$ cat src/inc/ubm_pkg.sv
package ubm_pkg;

  localparam int          EP_NUM     = 16;
  localparam int          SETUP_LEN  = 8;

  ////////////////////////////////////////////////////////////////////////////
  // Register map, byte wide, 8-bit address
  // Endpoint block: address = {idx[3:0], field[1:0]}; idx 0-7 in, 8-15 out
  localparam logic [7:0]  ADDR_EP_TOP    = 8'h40;
  localparam logic [7:0]  ADDR_STATUS    = 8'h40;
  localparam logic [7:0]  ADDR_SETUP_CLR = 8'h41;
  localparam logic [7:0]  ADDR_SETUP_BUF = 8'h48;
  localparam logic [7:0]  ADDR_SETUP_END = 8'h4F;

  localparam logic [1:0]  FLD_CFG    = 2'h0;
  localparam logic [1:0]  FLD_CNT_X  = 2'h1;
  localparam logic [1:0]  FLD_CNT_Y  = 2'h2;

  // Configuration byte fields
  localparam int          CFG_EN_BIT    = 7;
  localparam int          CFG_DBUF_BIT  = 6;
  localparam int          CFG_TOG_BIT   = 5;
  localparam int          CFG_HALT_BIT  = 3;
  localparam int          CFG_IEN_BIT   = 2;
  localparam int          CFG_HOLDY_BIT = 1;
  localparam int          CFG_HOLDX_BIT = 0;
  localparam logic [7:0]  CFG_RESET     = 8'h03;
  localparam logic [7:0]  CNT_RESET     = 8'h00;
  localparam int          STAT_SETUP_BIT = 0;

  ////////////////////////////////////////////////////////////////////////////
  typedef enum logic [1:0] {
    PID_SETUP = 2'h0,
    PID_OUT   = 2'h1,
    PID_IN    = 2'h2
  } ubm_pid_e;

  typedef enum logic [1:0] {
    CODE_ACK   = 2'h0,
    CODE_NAK   = 2'h1,
    CODE_STALL = 2'h2
  } ubm_hs_e;

  typedef enum logic [2:0] {
    ST_IDLE = 3'b001,
    ST_RX   = 3'b010,
    ST_TXW  = 3'b100
  } ubm_st_e;

  typedef struct packed {
    logic       en;
    logic       dbuf;
    logic       tog;
    logic       halt;
    logic       ien;
    logic       hold_y;
    logic       hold_x;
    logic [7:0] cnt_x;
    logic [7:0] cnt_y;
  } ubm_epcfg_s;

  typedef struct packed {
    logic       vld;
    ubm_pid_e   pid;
    logic [2:0] ep;
  } ubm_tok_s;

  typedef struct packed {
    logic       start;
    logic       pid1;
    logic       buf_y;
    logic [7:0] cnt;
  } ubm_tx_s;

endpackage

$ cat src/core/ubm_ep_cfg.sv
`timescale 1ns/1ps
module ubm_ep_cfg
  import ubm_pkg::*;
(
  input  wire logic        clk_i,
  input  wire logic        rst_b_i,
  input  wire logic        wr_i,
  input  wire logic [1:0]  fld_i,
  input  wire logic [7:0]  wdata_i,
  input  wire logic        done_i,
  input  wire logic        cnt_we_i,
  input  wire logic [7:0]  cnt_i,
  output ubm_epcfg_s       cfg_o,
  output logic      [7:0]  rdata_o
);

  ubm_epcfg_s cfg_q;
  ubm_epcfg_s cfg_d;
  logic       sel_y;

  // Double buffering picks Y only when toggle is 1
  assign sel_y = cfg_q.dbuf & cfg_q.tog;

  always_comb begin
    cfg_d = cfg_q;
    if (wr_i && fld_i == FLD_CFG) begin
      cfg_d.en     = wdata_i[CFG_EN_BIT];
      cfg_d.dbuf   = wdata_i[CFG_DBUF_BIT];
      cfg_d.tog    = wdata_i[CFG_TOG_BIT];
      cfg_d.halt   = wdata_i[CFG_HALT_BIT];
      cfg_d.ien    = wdata_i[CFG_IEN_BIT];
      cfg_d.hold_y = wdata_i[CFG_HOLDY_BIT];
      cfg_d.hold_x = wdata_i[CFG_HOLDX_BIT];
    end
    if (wr_i && fld_i == FLD_CNT_X) begin
      cfg_d.cnt_x = wdata_i;
    end
    if (wr_i && fld_i == FLD_CNT_Y) begin
      cfg_d.cnt_y = wdata_i;
    end
    // Completion applied last so it wins over a colliding write
    // toggle flip, hold set
    if (done_i) begin
      cfg_d.tog = ~cfg_q.tog;
      if (sel_y) begin
        cfg_d.hold_y = 1'b1;
      end else begin
        cfg_d.hold_x = 1'b1;
      end
      if (cnt_we_i && sel_y) begin
        cfg_d.cnt_y = cnt_i;
      end else if (cnt_we_i) begin
        cfg_d.cnt_x = cnt_i;
      end
    end
  end

  always_ff @(posedge clk_i) begin
    if (!rst_b_i) begin
      cfg_q <= {CFG_RESET[7:6], CFG_RESET[5], CFG_RESET[3:0], CNT_RESET,
                CNT_RESET};
    end else begin
      cfg_q <= cfg_d;
    end
  end

  assign cfg_o   = cfg_q;
  assign rdata_o = (fld_i == FLD_CFG)   ? {cfg_q.en, cfg_q.dbuf, cfg_q.tog,
                                           1'b0, cfg_q.halt, cfg_q.ien,
                                           cfg_q.hold_y, cfg_q.hold_x} :
                   (fld_i == FLD_CNT_X) ? cfg_q.cnt_x :
                   (fld_i == FLD_CNT_Y) ? cfg_q.cnt_y : 8'h00;

endmodule

$ cat src/core/ubm_top.sv
`timescale 1ns/1ps
// How it works
// - Good setup: store, flag, ACK, event
// - Setup flag pending forces NAK on ep0
// - Clearing setup event clears pending flag
// - Acked in packet: flip toggle, hold, event
// - In token: hold gives NAK, halt STALL
// - No host handshake: resend same packet
// - Good status out: count, toggle, hold, ACK
// - Corrupted out packet gets no handshake
// - Endpoints one to seven usable as interrupt
// - Good out packet: store, toggle, hold, ACK
// - Out with hold NAK, with halt STALL
// - Out double buffer: toggle picks X or Y
// - In double buffer: toggle picks X or Y
module ubm_top
  import ubm_pkg::*;
(
  input  wire logic        SYS_CLK_I,
  input  wire logic        RST_B_I,
  input  wire logic [7:0]  REG_ADDR_I,
  input  wire logic [7:0]  REG_WDATA_I,
  input  wire logic        REG_WR_I,
  input  wire logic        REG_RD_I,
  output logic      [7:0]  REG_RDATA_O,
  input  ubm_tok_s         TOK_I,
  input  wire logic        RX_BYTE_VLD_I,
  input  wire logic [7:0]  RX_BYTE_I,
  input  wire logic        PKT_END_I,
  input  wire logic        PKT_ERR_I,
  input  wire logic [7:0]  PKT_CNT_I,
  input  wire logic        HOST_ACK_I,
  input  wire logic        HOST_TMO_I,
  output logic             HS_VLD_O,
  output ubm_hs_e          HS_CODE_O,
  output ubm_tx_s          TX_O,
  output logic             RX_WR_EN_O,
  output logic             RX_BUF_Y_O,
  output logic             SETUP_PEND_O,
  output logic             SETUP_EVT_O,
  output logic      [15:0] EP_EVT_O
);

  ////////////////////////////////////////////////////////////////////////////
  ubm_st_e     state_q;
  logic [3:0]  ep_q;
  ubm_hs_e     resp_q;
  logic        acc_q;
  logic        setup_q;
  logic        pend_q;
  logic [2:0]  sptr_q;
  logic [7:0]  sbuf_q [SETUP_LEN];
  logic        hs_vld_q;
  ubm_hs_e     hs_code_q;
  ubm_tx_s     tx_q;
  logic        rx_wr_q;
  logic        rx_y_q;
  logic        sevt_q;
  logic [15:0] evt_q;
  logic [7:0]  rdata_q;

  ubm_epcfg_s  ep_cfg [EP_NUM];
  logic [7:0]  ep_rd  [EP_NUM];
  logic [15:0] done_vec;

  ////////////////////////////////////////////////////////////////////////////
  // Register decode
  wire logic       ep_space  = REG_ADDR_I < ADDR_EP_TOP;
  wire logic [3:0] reg_idx   = REG_ADDR_I[5:2];
  wire logic [1:0] reg_fld   = REG_ADDR_I[1:0];
  wire logic       setup_clr = REG_WR_I && REG_ADDR_I == ADDR_SETUP_CLR;
  wire logic       sbuf_hit  = REG_ADDR_I >= ADDR_SETUP_BUF &&
                               REG_ADDR_I <= ADDR_SETUP_END;
  wire logic [7:0] rd_mux;

  assign rd_mux = ep_space                  ? ep_rd[reg_idx] :
                  REG_ADDR_I == ADDR_STATUS ? {7'h00, pend_q} :
                  sbuf_hit                  ? sbuf_q[REG_ADDR_I[2:0]] :
                                              8'h00;

  ////////////////////////////////////////////////////////////////////////////
  // Token decode, all in one cycle against the endpoint bank
  wire logic       tok_in    = TOK_I.pid == PID_IN;
  wire logic [3:0] tok_idx   = {~tok_in, TOK_I.ep};
  wire ubm_epcfg_s tcfg      = ep_cfg[tok_idx];
  wire logic       tsel_y    = tcfg.dbuf & tcfg.tog;
  wire logic       thold     = tsel_y ? tcfg.hold_y : tcfg.hold_x;
  wire logic       tok_ep0   = TOK_I.ep == 3'h0;
  wire logic       tok_setup = TOK_I.vld && TOK_I.pid == PID_SETUP &&
                               tok_ep0;
  wire logic       tok_data  = TOK_I.vld && TOK_I.pid != PID_SETUP &&
                               tcfg.en;
  wire ubm_hs_e    tresp;
  wire ubm_epcfg_s cur_cfg   = ep_cfg[ep_q];
  wire logic       in_idle   = state_q == ST_IDLE;
  wire logic       in_rx     = state_q == ST_RX;
  wire logic       in_txw    = state_q == ST_TXW;
  wire logic       rx_good   = in_rx && PKT_END_I && !PKT_ERR_I;
  wire logic       done_any  = (in_txw && HOST_ACK_I) ||
                               (rx_good && acc_q && !setup_q);

  // pending setup overrides hold and halt on ep0
  // halt beats hold when both set
  assign tresp = (tok_ep0 && pend_q) ? CODE_NAK   :
                 tcfg.halt           ? CODE_STALL :
                 thold               ? CODE_NAK   : CODE_ACK;

  ////////////////////////////////////////////////////////////////////////////
  // every endpoint has the same bank
  genvar gi;
  generate
    for (gi = 0; gi < EP_NUM; gi++) begin : g_ep
      assign done_vec[gi] = done_any && ep_q == 4'(gi);
      ubm_ep_cfg u_ep (
        .clk_i    (SYS_CLK_I),
        .rst_b_i  (RST_B_I),
        .wr_i     (REG_WR_I && ep_space && reg_idx == 4'(gi)),
        .fld_i    (reg_fld),
        .wdata_i  (REG_WDATA_I),
        .done_i   (done_vec[gi]),
        .cnt_we_i (in_rx),
        .cnt_i    (PKT_CNT_I),
        .cfg_o    (ep_cfg[gi]),
        .rdata_o  (ep_rd[gi])
      );
    end
  endgenerate

  ////////////////////////////////////////////////////////////////////////////
  // Transaction sequencer
  always_ff @(posedge SYS_CLK_I) begin
    if (!RST_B_I) begin
      state_q   <= ST_IDLE;
      ep_q      <= 4'h0;
      resp_q    <= CODE_ACK;
      acc_q     <= 1'b0;
      setup_q   <= 1'b0;
      sptr_q    <= 3'h0;
      hs_vld_q  <= 1'b0;
      hs_code_q <= CODE_ACK;
      tx_q      <= '0;
      rx_wr_q   <= 1'b0;
      rx_y_q    <= 1'b0;
    end else begin
      hs_vld_q   <= 1'b0;
      tx_q.start <= 1'b0;
      case (state_q)
        ST_IDLE: begin
          if (tok_setup) begin
            state_q <= ST_RX;
            ep_q    <= 4'h8;
            setup_q <= 1'b1;
            acc_q   <= 1'b0;
            sptr_q  <= 3'h0;
          end else if (tok_data && !tok_in) begin
            state_q <= ST_RX;
            ep_q    <= tok_idx;
            setup_q <= 1'b0;
            resp_q  <= tresp;
            acc_q   <= tresp == CODE_ACK;
            rx_wr_q <= tresp == CODE_ACK;
            rx_y_q  <= tsel_y;
          end else if (tok_data && tresp == CODE_ACK) begin
            state_q <= ST_TXW;
            ep_q    <= tok_idx;
            tx_q    <= '{start: 1'b1, pid1: tcfg.tog, buf_y: tsel_y,
                         cnt: tsel_y ? tcfg.cnt_y : tcfg.cnt_x};
          end else if (tok_data) begin
            hs_vld_q  <= 1'b1;
            hs_code_q <= tresp;
          end
        end
        ST_RX: begin
          if (setup_q && RX_BYTE_VLD_I) begin
            sptr_q <= sptr_q + 3'h1;
          end
          if (PKT_END_I) begin
            state_q <= ST_IDLE;
            rx_wr_q <= 1'b0;
            hs_vld_q  <= !PKT_ERR_I;
            hs_code_q <= setup_q ? CODE_ACK : resp_q;
          end
        end
        ST_TXW: begin
          // timeout just returns, packet stays armed
          // no completion, toggle and hold kept
          if (HOST_ACK_I || HOST_TMO_I) begin
            state_q <= ST_IDLE;
          end
        end
        default: begin
          state_q <= ST_IDLE;
        end
      endcase
    end
  end

  // setup bytes land in their own buffer
  always_ff @(posedge SYS_CLK_I) begin
    if (in_rx && setup_q && RX_BYTE_VLD_I) begin
      sbuf_q[sptr_q] <= RX_BYTE_I;
    end
  end

  ////////////////////////////////////////////////////////////////////////////
  // Setup flag, events and read port
  always_ff @(posedge SYS_CLK_I) begin
    if (!RST_B_I) begin
      pend_q  <= 1'b0;
      sevt_q  <= 1'b0;
      evt_q   <= 16'h0000;
      rdata_q <= 8'h00;
    end else begin
      // clear of the event drops pending; a new setup wins
      if (rx_good && setup_q) begin
        pend_q <= 1'b1;
      end else if (setup_clr) begin
        pend_q <= 1'b0;
      end
      sevt_q <= rx_good && setup_q;
      // endpoint event gated by its enable
      for (int i = 0; i < EP_NUM; i++) begin
        evt_q[i] <= done_vec[i] & ep_cfg[i].ien;
      end
      rdata_q <= REG_RD_I ? rd_mux : 8'h00;
    end
  end

  assign REG_RDATA_O  = rdata_q;
  assign HS_VLD_O     = hs_vld_q;
  assign HS_CODE_O    = hs_code_q;
  assign TX_O         = tx_q;
  assign RX_WR_EN_O   = rx_wr_q;
  assign RX_BUF_Y_O   = rx_y_q;
  assign SETUP_PEND_O = pend_q;
  assign SETUP_EVT_O  = sevt_q;
  assign EP_EVT_O     = evt_q;
endmodule

$ cat config.mk
export PLATFORM = sky130hd
export DESIGN_NAME = ubm_top
export DESIGN_NICKNAME = d
export VERILOG_FILES = /design/src/inc/ubm_pkg.sv /design/src/core/ubm_ep_cfg.sv /design/src/core/ubm_top.sv
export SDC_FILE = /design/constraint.sdc
export NUM_CORES = 1
export LEC_CHECK = 0
export BUFFER_PORTS_ARGS = -buffer_cell sky130_fd_sc_hd__buf_2
export CORE_MARGIN = 5
export CORE_UTILIZATION = 35
export DETAILED_ROUTE_END_ITERATION = 6
export GPL_TIMING_DRIVEN = 1
export PLACE_DENSITY_LB_ADDON = 0.12
export SLEW_MARGIN = 20
export SYNTH_ARGS = -nofsm -noshare
export SYNTH_HDL_FRONTEND = slang
export SYNTH_SLANG_ARGS = --single-unit
export TNS_END_PERCENT = 100
$ cat constraint.sdc
create_clock -name SYS_CLK_I -period 3.9 [get_ports SYS_CLK_I]
set_input_delay 0.78 -clock SYS_CLK_I [delete_from_list [all_inputs] [get_ports SYS_CLK_I]]
set_output_delay 0.78 -clock SYS_CLK_I [all_outputs]
set_load 0.005 [all_outputs]
# ---- Yosys cells after proc, flatten, opt, wreduce, memory -nomap -nowiden
# Memory sizes are Yosys's and may differ from the RTL's.
# Cells that the tools add are included.
dict set report word_totals {
  in_bits 47
  output_inout_bits 42
  register_bits 424
  n_memories 1
  mem_bits_rw 64
  elab_cells 689
}
# name words word_bits read_ports rd_ports_with_merged_regs wr line_no
set memory_table {}
lappend memory_table {sbuf_q 8 8 1 0 1 ubm_top.sv:52} ;# logic [7:0] sbuf_q [SETUP_LEN];
dict set report classes {
  bitwise 56
  mux 259
  addsub 1
  magnitude_cmp 5
  eq_ne 48
  n_reduce_logical 157
}
# op n
set op_table {}
lappend op_table {{$mux W8} 134}
lappend op_table {{$mux W18} 16}
lappend op_table {{$logic_and A1 B1 Y1} 115}
lappend op_table {{$bmux W23 S4} 1}
lappend op_table {{$mux W5} 16}
lappend op_table {{$mux W1} 65}
lappend op_table {{$eq A4 B4 Y1 const B} 16}
lappend op_table {{$mux W23} 2}
lappend op_table {{$reduce_bool A2 Y1} 20}
lappend op_table {{$and A1 B1 Y1} 33}
lappend op_table {{$bmux W8 S4} 1}
lappend op_table {{$eq A4 B3 Y1 const B} 8}
lappend op_table {{$mux W3} 7}
lappend op_table {{$not A1 Y1} 21}
lappend op_table {{$eq A4 B2 Y1 const B} 4}
lappend op_table {{$eq A8 B7 Y1 const B} 2}
lappend op_table {{$mux W2} 8}
lappend op_table {{$ne A2 B2 Y1 const B} 7}
lappend op_table {{$mux W4} 3}
lappend op_table {{$mux W11} 1}
lappend op_table {{$ge A5 B5 Y1 const B} 2}
lappend op_table {{$not A4 Y5} 2}
lappend op_table {{$pmux W3 S3} 1}
lappend op_table {{$reduce_and A3 Y1} 3}
lappend op_table {{other kinds (25)} 38}

# ---- Depth between registers and ports, before layout
dict set report logic_depth {
  ltp_word 17
  ltp_mapped 11
  mapped_depth_nobuf 7
}

# ---- Hierarchy
# From an unflattened synthesis, not the netlist that was laid out.
dict set report unflattened {
  cells_unflattened 2984
  hier_area_um2 26815.7
}
# module instances area_each_um2 seq_area_each_um2 cells_each
set modules_own_cells {}
lappend modules_own_cells {ubm_ep_cfg 16 1203.7 460.4 151}
lappend modules_own_cells {ubm_top 1 7557.2 3042.9 568}

# ---- Worst setup path after synthesis
# No wires, ideal clock.
dict set report synth_path {
  path_kind {input to register}
  from {input TOK_I[2] (netlist name)}
  to {register tx_q, in the netlist TX_O[5]}
  t_arrival_ns 2.927
  n_path_buf 3
  path_slack_ns 0.857
  setup_ns 0.116
  required_time_ns 3.784
  cell_stages 10
  path_cell_list {buf_2 mux4_2 mux2_2 and3_1 mux2i_1 buf_2 buf_4 mux2i_1 mux2i_1 o211a_1}
}
dict set report synth_via {
  elab_chain_len 12
  elab_cells_between_ends 20
  cone_classes {8 x mux; 4 x bitwise; 8 x reduce/logical}
}
# element line_no
set synth_lines {}
lappend synth_lines {{start: declaration} ubm_top.sv:26} ;# input ubm_tok_s TOK_I,
lappend synth_lines {{$not A4 Y5 (implied by the code)} ubm_top.sv:85} ;# wire ubm_epcfg_s tcfg = ep_cfg[tok_idx];
lappend synth_lines {{$bmux W23 S4} ubm_top.sv:85}
lappend synth_lines {{$mux W23 (implied by the code) (2 in a row)} ubm_top.sv:85}
lappend synth_lines {{$and A1 B1 Y1} ubm_top.sv:86} ;# wire logic tsel_y = tcfg.dbuf & tcfg.tog;
lappend synth_lines {{$mux W1} ubm_top.sv:87} ;# wire logic thold = tsel_y ? tcfg.hold_y : tcfg.hold_x;
lappend synth_lines {{$mux W1} ubm_top.sv:106} ;# thold ? CODE_NAK : CODE_ACK;
lappend synth_lines {{$mux W2} ubm_top.sv:105} ;# tcfg.halt ? CODE_STALL :
lappend synth_lines {{$mux W2} ubm_top.sv:104} ;# assign tresp = (tok_ep0 && pend_q) ? CODE_NAK :
lappend synth_lines {{$logic_not A2 Y1} ubm_top.sv:163} ;# end else if (tok_data && tresp == CODE_ACK) begin
lappend synth_lines {{$logic_and A1 B1 Y1} ubm_top.sv:163}
lappend synth_lines {{$reduce_and A4 Y1 (no line)} -}
lappend synth_lines {{end signal: assignment} ubm_top.sv:166} ;# tx_q <= '{start: 1'b1, pid1: tcfg.tog, buf_y: tsel_y,
lappend synth_lines {{end: declaration} ubm_top.sv:55} ;# ubm_tx_s tx_q;
# Several ways; a longest one is shown, not always the timed one. The select of a mux whose other input is x is not followed.
# A chain may end at the register's enable or synchronous reset.

# ---- Worst setup path in the final report
dict set report layout_path {
  from {register state_q[1]}
  to {register g_ep[0].u_ep.cfg_q, in the netlist g_ep[0].u_ep.cfg_o[5]}
}
dict set report layout_via {
  elab_chain_len 8
  elab_cells_between_ends 12
  cone_classes {2 x eq/ne; 2 x mux; 8 x reduce/logical}
}
# element line_no
set layout_lines {}
lappend layout_lines {{start: declaration} ubm_top.sv:45} ;# ubm_st_e state_q;
lappend layout_lines {{start signal: assignment} ubm_top.sv:133} ;# state_q <= ST_IDLE;
lappend layout_lines {{start signal: assignment} ubm_top.sv:150} ;# state_q <= ST_RX;
lappend layout_lines {{start signal: assignment} ubm_top.sv:156} ;# state_q <= ST_RX;
lappend layout_lines {{$eq A3 B2 Y1} ubm_top.sv:96} ;# wire logic in_rx = state_q == ST_RX;
lappend layout_lines {{$logic_and A1 B1 Y1 (2 in a row)} ubm_top.sv:98} ;# wire logic rx_good = in_rx && PKT_END_I && !PKT_ERR_I;
lappend layout_lines {{$logic_and A1 B1 Y1 (2 in a row)} ubm_top.sv:100} ;# (rx_good && acc_q && !setup_q);
lappend layout_lines {{$logic_or A1 B1 Y1} ubm_top.sv:99} ;# wire logic done_any = (in_txw && HOST_ACK_I) ||
lappend layout_lines {{$logic_and A1 B1 Y1} ubm_top.sv:113} ;# assign done_vec[gi] = done_any && ep_q == 4'(gi);
lappend layout_lines {{$mux W18 (*)} ubm_ep_cfg.sv:43} ;# if (done_i) begin
lappend layout_lines {{end signal: assignment} ubm_ep_cfg.sv:60} ;# cfg_q <= {CFG_RESET[7:6], CFG_RESET[5], CFG_RESET[3:0], CNT_RESET,
lappend layout_lines {{end signal: assignment} ubm_ep_cfg.sv:63} ;# cfg_q <= cfg_d;
lappend layout_lines {{end: declaration} ubm_ep_cfg.sv:17} ;# ubm_epcfg_s cfg_q;
# Every way passes the cells marked *; elsewhere a longest branch is shown, timed or not.

==> run_results.csv <==
group,metric,value,unit
detailed_routing,vias,23702,
die,fp.dieH,286,µm
synth,synth-edff-count,64,
cells_and_area,mostFrequentLayoutCell,"dfxtp_1",
die,ioPinCount,89,
synth,syn_avg_cell_area,9.43,µm²
min_path,hold_path_class,"input port to flip-flop",
clock_network,clockBufferDepth,3,
timing,finalSetupViolations,0,
global_route,grt_max_degree,164,
timing,max_freq,309,MHz
placement,routabilityCongestion,0.917,
synth,synth_area,26700,µm²
detailed_routing,wl_met2,51000,µm
synth,synthArstFlopShare,0,%
timing,rsz0062_at_grt,"no",
timing,fin_crit,3.24,ns
detailed_routing,avgViaCountPerCell,6.15,
synth,ys_seq_area_share,39.0,%
synth,ys_seq_elements,488,
detailed_routing,wl_per_cell,28.9,µm
min_path,hold_path_startpoint,"RX_BYTE_I[7]",
critical_path,reg2reg_from,"state_q[1]",
detailed_routing,initialDrtViolationCount,2733,
die,fp.dieArea,81900,µm²
critical_path,crit_fanout,16,
clock_network,cts_sinks,488,
clock_network,clockRootBuffer,"clkbuf_16",
die,initial_core_util,35.2,%
critical_path,rrSetupSlack,0.66,ns
critical_path,critPathLaunchType,"flip-flop",
cells_and_area,layout_common_cells,"dfxtp_1 (424), nand2_1 (394), nand3_1 (335), mux2i_1 (323), o211a_1 (267)",
critical_path,reg2reg_depth,6,
detailed_routing,wl_met3,8420,µm
detailed_routing,antenna_left,0,
timing,setup_tns,0,ns
cells_and_area,nNetsFinal,2871,
global_route,grt_antenna_before_repair,10,
global_route,grt_pass1_vias,22951,
synth,synth_cell_types,69,
critical_path,required,4.43,ns
detailed_routing,topRoutingLayerUsed,"met5",
detailed_routing,dr.pass1.iters,6,
min_path,min_to,"sbuf_q[3][7]",
cells_and_area,synthToLayoutAreaGrowth,13.8,%
synth,yosysWarningCount,0,
clock_network,clk_pin_slew_worst_paths,0.06,ns
timing,fin_skew,0.0402,ns
clock_network,cts_hold_buffers,0,
detailed_routing,wl,111000,µm
placement,hpwl,74100,µm
critical_path,path_class,"flip-flop to flip-flop",
placement,io_buffers,88,
global_route,grtUsageTotal,26.2,%
synth,syn-instance-count,2830,
global_route,grt_remaining_overflow,0,
clock_network,h-tree-depth,2,
die,rows,101,
pwr,p_per_area,388,nW/µm²
flow_run,max-cap-violations,0,
clock_network,cts_tree,"yes",
clock_network,cts_buffers,59,
clock_network,clock_latency,0.65,ns
timing,slew_headroom,18.4,%
detailed_routing,drc_errors,0,
pwr,power,11.8,mW
synth,synth-main-ff-cell,"dfxtp_1",
timing,fin_crit_sh,83.0,%
synth,synth_nets,2878,
critical_path,startpoint,"state_q[1]",
global_route,grt_pass1_wl,161000,µm
clock_network,post_cts.repair.setup_buffers,0,
detailed_routing,wl_met1,47700,µm
die,die_w,286,µm
timing,worst_slack,0.662,ns
timing,tightest_slew,1.22,ns
cells_and_area,fin_util,40.1,%
timing,drv_slew,0,
die,core_area,75800,µm²
placement,post-place-ws,0.286,ns
critical_path,rr_endpoint,"g_ep[0].u_ep.cfg_o[5]",
timing,hold_viol_final,0,
critical_path,cp-end-kind,"flip-flop",
clock_network,cts_resized,0,
outcome,status,"finished clean",
pwr,vdd_drop_max,0.395,mV
pwr,leakage,14.3,nW
min_path,hold_depth,1,
critical_path,arrival,3.77,ns
cells_and_area,drive_gt1_share,15.2,%
cells by family after synthesis:
group	after synthesis	synth area share [%]
muxes	435	21.3
xor gates and xnor gates	1	0.0328
adders and majority gates	1	0.0469
buffers and inverters	276	4.18
and+or+nand+nor	1074	18.4
AOI/OAI and AO/OA	555	17.0
DFF	488	39.0
synthesized netlist by cell type (all sizes together) (3+ instances only):
cell,number,area (µm²)
a211o,5,43.8
a21boi,44,330
a21oi,130,651
a221oi,9,78.8
a22oi,12,90.1
and2,8,50.1
and3,27,174
buf,59,300
clkbuf,213,800
dfxtp,424,8490
edfxtp,64,1920
mux2,5,56.3
mux2i,324,3240
mux4,106,2390
nand2,395,1490
nand2b,21,131
nand3,336,1690
nand3b,3,22.5
nand4,24,169
nor2,193,732
nor2b,30,188
nor3,19,121
nor3b,4,30.0
o211a,267,2670
o211ai,25,206
o21ai,20,100
o22ai,6,37.5
o311a,12,120
o311ai,12,105
or3,3,18.8
metal layers:
layer / track usage (%) / up-vias
met2: 42.2 / 1051
met4: 9.27 / 8
met1: 35.7 / 11932
met3: 4.33 / 232
li1: - / 10479
met5: 0 / -
power by group:
group          internal [mW]  switching, mW
Clock                   3.48           2.37
Combinational          0.229          0.619
Sequential              5.09        0.00825
Total                   8.81           3.00
metrics by stage:
| stage | cells | hold WS (ns) | area, µm² |
|---|---|---|---|
| after floorplan | 2830 | 0.430 | 26700 |
| after global placement | 3740 | 0.454 | 28300 |
| after detailed placement | 3740 | 0.455 | 28300 |
| after CTS | 3850 | 0.376 | 30400 |
| after global routing | 3850 | 0.392 | 30400 |
| final | 3854 | 0.408 | 30400 |
worst max-delay path, cell delays in order (launching register included):
cell and delay, ns:
dfxtp_1 0.48, nand4bb_1 0.23, o41ai_2 0.48, or3b_1 0.64
nor3_4 0.43, nand4_2 0.47, o211a_1 0.40
layout make-up:
cell class	count	area (µm²)
tap	978	1220
antenna	4	10.0
inverter	4	15.0
clock buffer	86	1740
multi-input combinational	2066	15200
sequential	488	10400
timing repair buffer	204	1480
clock inverter	24	302
fill	7453	45400
registers in the layout (all words and copies together) (netlist names):
signal and cells:
g_ep.u_ep.cfg_o 368, RX_BUF_Y_O 1, sbuf_q 64, state_q 3, HS_VLD_O 1, ep_q 4, RX_WR_EN_O 1, EP_EVT_O 16
setup_q 1, SETUP_PEND_O 1, resp_q 2, HS_CODE_O 2, SETUP_EVT_O 1, acc_q 1, sptr_q 3, REG_RDATA_O 8
TX_O 11
how the worst max path moves through the flow:
stage | endpoint | slack, ns | cells after the start
after global placement | TX_O[2] | 0.36 | 8
after CTS | g_ep[12].u_ep.cfg_o[9] | 0.71 | 6
after floorplan | TX_O[5] | 0.86 | 10
final | g_ep[0].u_ep.cfg_o[5] | 0.66 | 6
after detailed placement | ep_q[2] | 0.29 | 8
after global routing | g_ep[12].u_ep.cfg_o[10] | 0.38 | 6
Power figures use the tool's default switching activity.
